$ cat src/rtl/pucs_pkg.sv
package pucs_pkg;

    // clock and derived timing
    localparam int unsigned CLK_HZ          = 25_000_000;     // clk_sys rate
    localparam int unsigned STRAP_WAIT_CYC  = 4;              // sync fill before capture
    localparam int unsigned SETTLE_MS       = 10;             // quiet before select changes
    localparam int unsigned SETTLE_CYC      = (CLK_HZ / 1000) * SETTLE_MS;
    localparam int unsigned LOAD_HOLD_MS    = 1;              // hold after a select change
    localparam int unsigned LOAD_HOLD_CYC   = (CLK_HZ / 1000) * LOAD_HOLD_MS;
    localparam int unsigned SYNC_RST_US     = 300;            // divider sync reset length
    localparam int unsigned SYNC_RST_CYC    = (CLK_HZ / 1_000_000) * SYNC_RST_US;
    localparam int unsigned TMR_W           = 20;             // fits every count

    // storage layout
    localparam int unsigned NUM_SETS        = 4;              // selectable stored sets
    localparam int unsigned SEL_W           = 2;              // select index width
    localparam int unsigned WORDS_PER_SET   = 8;              // words loaded per set
    localparam int unsigned WORD_W          = 8;              // bits per word
    localparam int unsigned FLAG_WORD       = 0;              // word of the default flag
    localparam int unsigned FLAG_BIT        = 7;              // bit of that word
    localparam logic [WORD_W-1:0] HOST_DEFAULT_WORD = 8'h00;  // host default contents

    // strap meaning
    localparam logic STRAP_HW_SELECT = 1'b1;                  // pull-up: hardware selection

    // sequencer states, gray along capture, load, settle, run, hold
    typedef enum logic [2:0] {
        ST_CAPTURE = 3'h0,
        ST_LOAD    = 3'h1,
        ST_SETTLE  = 3'h3,
        ST_RUN     = 3'h2,
        ST_HOLD    = 3'h6
    } pucs_state_type;

endpackage

$ cat src/rtl/pucs_top.sv
`timescale 1ns/10ps
module pucs_top import pucs_pkg::*; #(
    parameter int unsigned SETTLE_CYCLES    = SETTLE_CYC,      // 10 ms quiet time
    parameter int unsigned LOAD_HOLD_CYCLES = LOAD_HOLD_CYC,   // 1 ms after a change
    parameter int unsigned SYNC_RST_CYCLES  = SYNC_RST_CYC,    // divider sync reset length
    parameter int unsigned WORDS            = WORDS_PER_SET,   // words per set
    parameter logic [NUM_SETS*WORDS*WORD_W-1:0] OTP_IMAGE = '0 // factory contents
) (
    input  logic                      clk_sys,
    input  logic                      nrst,
    // strap pin, later the reference clock
    input  logic                      strap_mode_pin_in,
    output logic                      strap_mode_pin_out,
    output logic                      strap_mode_pin_oe,
    input  logic                      ref_clk_level,
    // shared pin pair: selects or serial data/clock
    input  logic                      config_select_upper_in,
    output logic                      config_select_upper_out,
    output logic                      config_select_upper_oe,
    input  logic                      config_select_lower_in,
    // serial core side
    output logic                      i2c_enable,
    output logic                      i2c_addr_ack_en,
    output logic                      i2c_sda_rx,
    output logic                      i2c_scl_rx,
    input  logic                      i2c_sda_pull_low,
    input  logic                      otp_prog_req,
    input  logic [$clog2(NUM_SETS*WORDS)-1:0] otp_prog_addr,
    input  logic [WORD_W-1:0]         otp_prog_data,
    // sync reset mask, configuration outputs
    input  logic                      sync_rst_disable,
    output logic                      div_sync_rst,
    output logic [WORDS*WORD_W-1:0]   work_regs,
    output logic [SEL_W:0]            active_config,
    output logic                      config_ready
);

    localparam int unsigned WD_W = $clog2(WORDS);
    localparam int unsigned AW   = $clog2(NUM_SETS * WORDS);
    localparam logic [WD_W-1:0] LAST_WORD = WD_W'(WORDS - 1);

    // synchronised pins
    logic [SEL_W-1:0]       pin_sync;      // {upper, lower}
    logic                   strap_sync;    // strap pin, safe level

    // sequencer state
    pucs_state_type         st_q, st_d;
    logic [TMR_W-1:0]       tmr_q, tmr_d;      // shared wait timer
    logic                   strap_q, strap_d;  // captured mode, 1 = hardware select
    logic                   first_q, first_d;  // first load pending
    logic [SEL_W-1:0]       sel_q, sel_d;      // set now active
    logic                   dflt_q, dflt_d;    // use host defaults
    logic [WD_W-1:0]        wd_q, wd_d;        // word being read

    // load datapath
    logic                   rd_vld_q, rd_vld_d;   // read data arrive this cycle
    logic [WD_W-1:0]        wr_wd_q, wr_wd_d;     // where they go
    logic [WORDS*WORD_W-1:0] work_q, work_d;      // working registers
    logic [AW-1:0]          rd_addr;
    logic [WORD_W-1:0]      rd_data;
    logic                   host_flag;            // stored default flag

    // status and pins
    logic                   ready_q, ready_d;
    logic                   ack_q, ack_d;
    logic                   i2c_en_q, i2c_en_d;
    logic                   sda_rx_q, sda_rx_d;
    logic                   scl_rx_q, scl_rx_d;
    logic                   strap_out_q, strap_out_d;
    logic                   strap_oe_q, strap_oe_d;
    logic                   up_out_q, up_out_d;
    logic                   up_oe_q, up_oe_d;
    logic [SEL_W:0]         act_q, act_d;

    // divider sync reset
    logic [TMR_W-1:0]       srst_cnt_q, srst_cnt_d;
    logic                   srst_q, srst_d;

    // decoded conditions
    logic                   load_end;     // last word issued this cycle
    logic                   change_ok;    // select changes are honoured

    // outside pins pass two flops first
    pucs_sync2 #(
        .W        (SEL_W)
    ) u_sel_sync (
        .clk_sys  (clk_sys),
        .nrst     (nrst),
        .async_in ({config_select_upper_in, config_select_lower_in}),
        .sync_out (pin_sync)
    );

    pucs_sync2 #(
        .W        (1)
    ) u_strap_sync (
        .clk_sys  (clk_sys),
        .nrst     (nrst),
        .async_in (strap_mode_pin_in),
        .sync_out (strap_sync)
    );

    // stored sets, burnt from the host side once ready
    pucs_otp #(
        .WORDS       (WORDS),
        .AW          (AW),
        .IMAGE       (OTP_IMAGE)
    ) u_otp (
        .clk_sys     (clk_sys),
        .nrst        (nrst),
        .rd_addr     (rd_addr),
        .rd_data_q   (rd_data),
        .host_flag_q (host_flag),
        .prog_req    (otp_prog_req & i2c_en_q & ready_q),
        .prog_addr   (otp_prog_addr),
        .prog_data   (otp_prog_data)
    );

    assign load_end  = (st_q == ST_LOAD) && (wd_q == LAST_WORD);
    // only hardware mode with the flag clear follows the pins
    assign change_ok = (strap_q == STRAP_HW_SELECT) && !host_flag;
    assign rd_addr   = {sel_q, wd_q};

    // sequencer next state
    always_comb begin
        st_d    = st_q;
        tmr_d   = tmr_q;
        strap_d = strap_q;
        first_d = first_q;
        sel_d   = sel_q;
        dflt_d  = dflt_q;
        wd_d    = wd_q;
        unique case (st_q)
            ST_CAPTURE: begin
                // let the synchroniser fill, then sample once
                if (tmr_q == TMR_W'(STRAP_WAIT_CYC - 1)) begin
                    strap_d = strap_sync;
                    if (strap_sync == STRAP_HW_SELECT) begin
                        sel_d  = pin_sync;
                        dflt_d = 1'b0;
                    end else begin
                        sel_d  = '0;
                        dflt_d = host_flag;
                    end
                    tmr_d = '0;
                    wd_d  = '0;
                    st_d  = ST_LOAD;
                end else begin
                    tmr_d = tmr_q + 1'b1;
                end
            end
            ST_LOAD: begin
                // one read issued per cycle
                if (wd_q == LAST_WORD) begin
                    tmr_d   = '0;
                    first_d = 1'b0;
                    if (!first_q) begin
                        st_d = ST_HOLD;
                    end else if (change_ok) begin
                        st_d = ST_SETTLE;
                    end else begin
                        st_d = ST_RUN;
                    end
                end else begin
                    wd_d = wd_q + 1'b1;
                end
            end
            ST_SETTLE: begin
                // pins ignored in the start-up quiet time
                if (tmr_q == TMR_W'(SETTLE_CYCLES - 1)) begin
                    tmr_d = '0;
                    st_d  = ST_RUN;
                end else begin
                    tmr_d = tmr_q + 1'b1;
                end
            end
            ST_RUN: begin
                // compare synced pins with the active set
                if (change_ok && (pin_sync != sel_q)) begin
                    sel_d = pin_sync;
                    wd_d  = '0;
                    st_d  = ST_LOAD;
                end
            end
            ST_HOLD: begin
                // a move inside the hold waits for RUN
                if (tmr_q == TMR_W'(LOAD_HOLD_CYCLES - 1)) begin
                    tmr_d = '0;
                    st_d  = ST_RUN;
                end else begin
                    tmr_d = tmr_q + 1'b1;
                end
            end
            default: begin
                // illegal code: restart power-up
                tmr_d = '0;
                st_d  = ST_CAPTURE;
            end
        endcase
    end

    // sequencer registers
    always_ff @(posedge clk_sys or negedge nrst) begin
        if (!nrst) begin
            st_q    <= ST_CAPTURE;
            tmr_q   <= '0;
            strap_q <= 1'b0;
            first_q <= 1'b1;
            sel_q   <= '0;
            dflt_q  <= 1'b0;
            wd_q    <= '0;
        end else begin
            st_q    <= st_d;
            tmr_q   <= tmr_d;
            strap_q <= strap_d;
            first_q <= first_d;
            sel_q   <= sel_d;
            dflt_q  <= dflt_d;
            wd_q    <= wd_d;
        end
    end

    // load datapath: data land a cycle after the read
    always_comb begin
        rd_vld_d = (st_q == ST_LOAD);
        wr_wd_d  = wd_q;
        work_d   = work_q;
        if (rd_vld_q) begin
            // host defaults replace stored words
            work_d[wr_wd_q*WORD_W +: WORD_W] = dflt_q ? HOST_DEFAULT_WORD : rd_data;
        end
    end

    always_ff @(posedge clk_sys or negedge nrst) begin
        if (!nrst) begin
            rd_vld_q <= 1'b0;
            wr_wd_q  <= '0;
            work_q   <= '0;
        end else begin
            rd_vld_q <= rd_vld_d;
            wr_wd_q  <= wr_wd_d;
            work_q   <= work_d;
        end
    end

    // status and pin steering
    always_comb begin
        // ready once the last word has landed
        ready_d     = (st_q != ST_CAPTURE) && (st_q != ST_LOAD);
        i2c_en_d    = (st_q != ST_CAPTURE) && (strap_q != STRAP_HW_SELECT);
        ack_d       = ready_d && i2c_en_d;
        sda_rx_d    = i2c_en_d ? pin_sync[1] : 1'b1;
        scl_rx_d    = i2c_en_d ? pin_sync[0] : 1'b1;
        // only pull low; the bus is open-drain
        up_out_d    = 1'b0;
        up_oe_d     = i2c_en_d && i2c_sda_pull_low;
        strap_oe_d  = (st_q != ST_CAPTURE);
        strap_out_d = strap_oe_d && ref_clk_level;
        act_d       = {dflt_q, sel_q};
    end

    always_ff @(posedge clk_sys or negedge nrst) begin
        if (!nrst) begin
            ready_q     <= 1'b0;
            i2c_en_q    <= 1'b0;
            ack_q       <= 1'b0;
            sda_rx_q    <= 1'b1;
            scl_rx_q    <= 1'b1;
            up_out_q    <= 1'b0;
            up_oe_q     <= 1'b0;
            strap_oe_q  <= 1'b0;
            strap_out_q <= 1'b0;
            act_q       <= '0;
        end else begin
            ready_q     <= ready_d;
            i2c_en_q    <= i2c_en_d;
            ack_q       <= ack_d;
            sda_rx_q    <= sda_rx_d;
            scl_rx_q    <= scl_rx_d;
            up_out_q    <= up_out_d;
            up_oe_q     <= up_oe_d;
            strap_oe_q  <= strap_oe_d;
            strap_out_q <= strap_out_d;
            act_q       <= act_d;
        end
    end

    // divider sync reset: always at power-up, maskable later
    always_comb begin
        srst_cnt_d = srst_cnt_q;
        if (load_end && (first_q || !sync_rst_disable)) begin
            srst_cnt_d = TMR_W'(SYNC_RST_CYCLES);
        end else if (srst_cnt_q != '0) begin
            srst_cnt_d = srst_cnt_q - 1'b1;
        end
        srst_d = (srst_cnt_d != '0);
    end

    always_ff @(posedge clk_sys or negedge nrst) begin
        if (!nrst) begin
            srst_cnt_q <= '0;
            srst_q     <= 1'b0;
        end else begin
            srst_cnt_q <= srst_cnt_d;
            srst_q     <= srst_d;
        end
    end

    // every output straight from a flop
    assign strap_mode_pin_out      = strap_out_q;
    assign strap_mode_pin_oe       = strap_oe_q;
    assign config_select_upper_out = up_out_q;
    assign config_select_upper_oe  = up_oe_q;
    assign i2c_enable              = i2c_en_q;
    assign i2c_addr_ack_en         = ack_q;
    assign i2c_sda_rx              = sda_rx_q;
    assign i2c_scl_rx              = scl_rx_q;
    assign div_sync_rst            = srst_q;
    assign work_regs               = work_q;
    assign active_config           = act_q;
    assign config_ready            = ready_q;

endmodule

$ cat src/rtl/pucs_sync2.sv
`timescale 1ns/10ps
module pucs_sync2 #(
    parameter int unsigned W = 1
) (
    input  logic         clk_sys,
    input  logic         nrst,
    input  logic [W-1:0] async_in,
    output logic [W-1:0] sync_out
);

    logic [W-1:0] meta_q;   // first stage, read only by the second
    logic [W-1:0] sync_q;   // second stage, safe to use

    // two flops per bit, reset to a constant
    always_ff @(posedge clk_sys or negedge nrst) begin
        if (!nrst) begin
            meta_q <= '0;
            sync_q <= '0;
        end else begin
            meta_q <= async_in;
            sync_q <= meta_q;
        end
    end

    assign sync_out = sync_q;

endmodule

$ cat src/rtl/pucs_otp.sv
`timescale 1ns/10ps
module pucs_otp import pucs_pkg::*; #(
    parameter int unsigned            WORDS = WORDS_PER_SET,
    parameter int unsigned            AW    = $clog2(NUM_SETS * WORDS),
    parameter logic [NUM_SETS*WORDS*WORD_W-1:0] IMAGE = '0
) (
    input  logic              clk_sys,
    input  logic              nrst,
    input  logic [AW-1:0]     rd_addr,
    output logic [WORD_W-1:0] rd_data_q,
    output logic              host_flag_q,
    input  logic              prog_req,
    input  logic [AW-1:0]     prog_addr,
    input  logic [WORD_W-1:0] prog_data
);

    localparam int unsigned DEPTH = NUM_SETS * WORDS;

    logic [WORD_W-1:0] mem [DEPTH];   // four sets back to back
    logic [WORD_W-1:0] rd_data_d;
    logic              host_flag_d;

    // factory image; no reset touches the array
    initial begin
        for (int i = 0; i < DEPTH; i++) begin
            mem[i] = IMAGE[i*WORD_W +: WORD_W];
        end
    end

    // programming only sets bits, like a fuse
    always_ff @(posedge clk_sys) begin
        if (prog_req) begin
            mem[prog_addr] <= mem[prog_addr] | prog_data;
        end
    end

    // read port and flag view
    always_comb begin
        rd_data_d   = mem[rd_addr];
        host_flag_d = mem[FLAG_WORD][FLAG_BIT];
    end

    // read data come out of registers
    always_ff @(posedge clk_sys or negedge nrst) begin
        if (!nrst) begin
            rd_data_q   <= '0;
            host_flag_q <= 1'b0;
        end else begin
            rd_data_q   <= rd_data_d;
            host_flag_q <= host_flag_d;
        end
    end

endmodule

$ cat config.mk
export PLATFORM = sky130hd
export DESIGN_NAME = pucs_top
export DESIGN_NICKNAME = d
export VERILOG_FILES = /design/src/rtl/pucs_pkg.sv /design/src/rtl/pucs_top.sv /design/src/rtl/pucs_sync2.sv /design/src/rtl/pucs_otp.sv
export SDC_FILE = /design/constraint.sdc
export NUM_CORES = 1
export LEC_CHECK = 0
export ABC_CLOCK_PERIOD_IN_PS = 3960
export BUFFER_PORTS_ARGS = -buffer_cell sky130_fd_sc_hd__buf_2
export CAP_MARGIN = 20
export CORE_MARGIN = 2
export CORE_UTILIZATION = 65
export DETAILED_ROUTE_END_ITERATION = 7
export PLACE_DENSITY = 0.84
export RECOVER_POWER = 25
export SKIP_LAST_GASP = 1
export SYNTH_ARGS = -nofsm -noshare
export SYNTH_HDL_FRONTEND = slang
export SYNTH_HIERARCHICAL = 1
export SYNTH_SLANG_ARGS = --single-unit
$ cat constraint.sdc
create_clock -name clk_sys -period 3.96 [get_ports clk_sys]
set_input_delay 0.792 -clock clk_sys [delete_from_list [all_inputs] [get_ports clk_sys]]
set_output_delay 0.792 -clock clk_sys [all_outputs]
set_load 0.01 [all_outputs]
==> impl_metrics.env <==
export IMPL_violations="capacitance limit, slew limit"
export IMPL_syn_area_per_cell_sq_um=14.7
export IMPL_finalHoldViolCount=0
export IMPL_fin_crit_sh=0.744
export IMPL_drcViolationCount=0
export IMPL_finalWorstSetupSlack_ns=1.01
export IMPL_crit_type="flip-flop to flip-flop"
export IMPL_place_area_sq_mm=0.0196
export IMPL_syn_nets=1278
export IMPL_cts_buffers=41
export IMPL_final_common_cell="edfxtp_1"
export IMPL_maxSlewViolCount=77
export IMPL_post_cts_setup_buffer_count=0
export IMPL_synth_ff_type="edfxtp_1"
export IMPL_cp_required_ns=4.34
export IMPL_clk_latency_ns=0.53
export IMPL_arrival_ns=3.32
export IMPL_numPortBuffers=97
export IMPL_start_util=0.661
export IMPL_fin_nets=1427
export IMPL_slowest_delay_ns=0.88
export IMPL_io_pins=99
export IMPL_rows=61
export IMPL_place_gp_congestion=0.993
export IMPL_layout_common_cells="256 x edfxtp_1, 141 x dfrtp_1, 113 x nand2_1"
export IMPL_tns_ns=0
export IMPL_die_y_microns=172
export IMPL_routed_wl_microns=48700
export IMPL_via_per_inst=7.00
export IMPL_synthTopCellsByArea="edfxtp_1 42%, dfrtp_1 19%, mux4_2 11%"
export IMPL_ys_seq_elements=402
export IMPL_vias=12627
export IMPL_cts_resized=0
export IMPL_wl_per_cell_microns=27.0
export IMPL_cts_sinks=402
export IMPL_synthArstFlopShare=0.363
export IMPL_leakage_nw=7.74
export IMPL_fin_cells=1805
export IMPL_cp_common_cell="ha_1"
export IMPL_placedCellCount=1733
export IMPL_h_tree_depth=2
export IMPL_dieWidth_microns=172
export IMPL_finalInstanceArea_sq_mm=0.0208
export IMPL_clockBufferDepth=3
export IMPL_grt_overflow=0
export IMPL_core_sq_mm=0.0279
export IMPL_drive_gt1_frac=0.216
export IMPL_first_global_vias=12379
export IMPL_tightestPinTransition_ns=1.85
export IMPL_synth_top_area_cell="edfxtp_1"
export IMPL_dr_pass1_iters=5
export IMPL_grt_pass1_wl_microns=73000
export IMPL_synthCells=1249
export IMPL_dieArea_sq_mm=0.0297
export IMPL_synth_top_area_frac=0.417
export IMPL_fmax_ghz=0.340
export IMPL_cp_max_fo=12
export IMPL_dp_hpwl_microns=32900
export IMPL_multi_input_area_sq_mm=0.00662
export IMPL_drt_iter0_drc=1601
export IMPL_ant_nets=0
export IMPL_crit_family="compound AO/OA/AOI/OAI gates"
export IMPL_path_cells="ha_1 > ha_1 > nand4bb_1 > a21oi_1 > nor2_1 > a311oi_1 > nand4_1"
export IMPL_grt_total_usage=0.337
export IMPL_yosysWarnings=6
export IMPL_cp_num_buf_inv=0
export IMPL_yosysUniqueCellTypes=74
export IMPL_period_needed_ns=2.95
export IMPL_skew_ns=0.0133
export IMPL_relSlewSlack=-0.231
export IMPL_hold_path_class="flip-flop to flip-flop"
export IMPL_synth_seq_area_share=0.616
export IMPL_syn_area_sq_mm=0.0184
export IMPL_pre_cts_ws_ns=0.582
export IMPL_ir_drop_mv=0.399
export IMPL_regArea_sq_mm=0.0113
export IMPL_syn_to_final_growth_pct=13.1
export IMPL_setup_violations=0
export IMPL_cp_slowest_cell="a21oi_1"
export IMPL_cap_violations=1
export IMPL_ctsHoldBuffers=0
export IMPL_fill_cells=1660
export IMPL_clk_transition_reported_paths_ns=0.06
export IMPL_rsz0062_at_grt="no"
export IMPL_worstSetupStartpointType="flip-flop"
export IMPL_cts_tree="done"
export IMPL_grt_max_degree=77
export IMPL_status="finished with violations"
export IMPL_cts_root_buf="clkbuf_16"
export IMPL_powerDensity_mw_per_mm2=443
export IMPL_worst_setup_path_end_kind="flip-flop"
export IMPL_synth_edf_count=256
export IMPL_antenna_found_initial=0
## final cells by class
class	count	area share
flip-flops and latches	402	0.545
multi-input cells	769	0.318
clock buffers	51	0.0530
repair buffers	170	0.0473
well taps	378	0.0227
clock inverters	20	0.0119
inverters	14	0.00252
diodes	1	0.000120
## flip-flops by register name, indices dropped and copies added (netlist names), 3 cells and up
register         count
wr_wd_q              3
work_regs           64
tmr_q               20
srst_cnt_q          20
wd_q                 3
active_config        3
u_otp/rd_data_q      8
u_otp/mem          256
st_q                 3
## synthesized netlist by cell type, types with 13 or more instances
library cell,instances
mux4_2,93
nor2_1,78
o31ai_1,37
nand4_1,13
xor2_1,15
nor3_1,35
nand3_1,34
edfxtp_1,256
nor2b_1,14
nand2_1,113
mux2i_1,44
a21oi_1,15
o21ai_0,41
o22ai_1,24
inv_1,13
clkbuf_1,27
dfrtp_1,143
## worst paths after layout
| kind | end | startpoint | slack, ns | cells after the start |
|---|---|---|---|---|
| max in group asynchronous | work_regs[25]$_DFFE_PN0P_ | nrst | 1.11 | 2 |
| max | div_sync_rst$_DFF_PN0_ | wd_q[0]$_DFFE_PN0P_ | 1.01 | 7 |
| max reg2reg | div_sync_rst$_DFF_PN0_ | wd_q[0]$_DFFE_PN0P_ | 1.01 | 7 |
| min in group asynchronous | tmr_q[12]$_DFFE_PN0P_ | nrst | 0.76 | 1 |
| min reg2reg | u_sel_sync/sync_out[1]$_DFF_PN0_ | u_sel_sync/meta_q[1]$_DFF_PN0_ | 0.35 | 0 |
| min | u_sel_sync/sync_out[1]$_DFF_PN0_ | u_sel_sync/meta_q[1]$_DFF_PN0_ | 0.35 | 0 |
## per-stage QoR
| step | utilization | hold WS [ns] | power, mW |
|---|---|---|---|
| floorplan | - | 0.331 | 5.14 |
| global route | 0.748 | 0.362 | 9.50 |
| finish | 0.748 | 0.350 | 9.24 |
| CTS | 0.751 | 0.304 | 9.25 |
| global placement | 0.702 | 0.338 | 5.38 |
| detailed placement | 0.702 | 0.340 | 5.41 |
## routing by layer
layer,wire length [microns],track usage
met1,16900,0.438
met2,23000,0.540
met3,5760,0.0728
met4,3000,0.179
met5,0,0
## kinds of logic (layout without fill, tap and decap cells)
kind of cell	count (synthesis)	in the layout	share of synthesized area
mux	162	162	0.163
compound gates	191	191	0.0735
other cells	1	2	0.000204
buf+inv	78	255	0.0245
simple gates	383	383	0.106
flops	402	402	0.616
fa+ha+maj	7	7	0.00476
xor+xnor	25	25	0.0119
## report_power, final
part	switching, mW	internal, mW	total [mW]
clock	1.54	2.36	3.90
combinational	0.399	0.213	0.613
sequential	0.105	4.62	4.72
total	2.05	7.19	9.24
## worst reg2reg max path: cells and delay by family (launching register included)
family | cells | cell delay [ns]
AOI/OAI and AO/OA | 2 | 1.19
and+or+nand+nor | 3 | 0.60
DFF | 1 | 0.54
adders and majority gates | 2 | 0.49
Note: power is estimated with default switching activity, not from simulation.
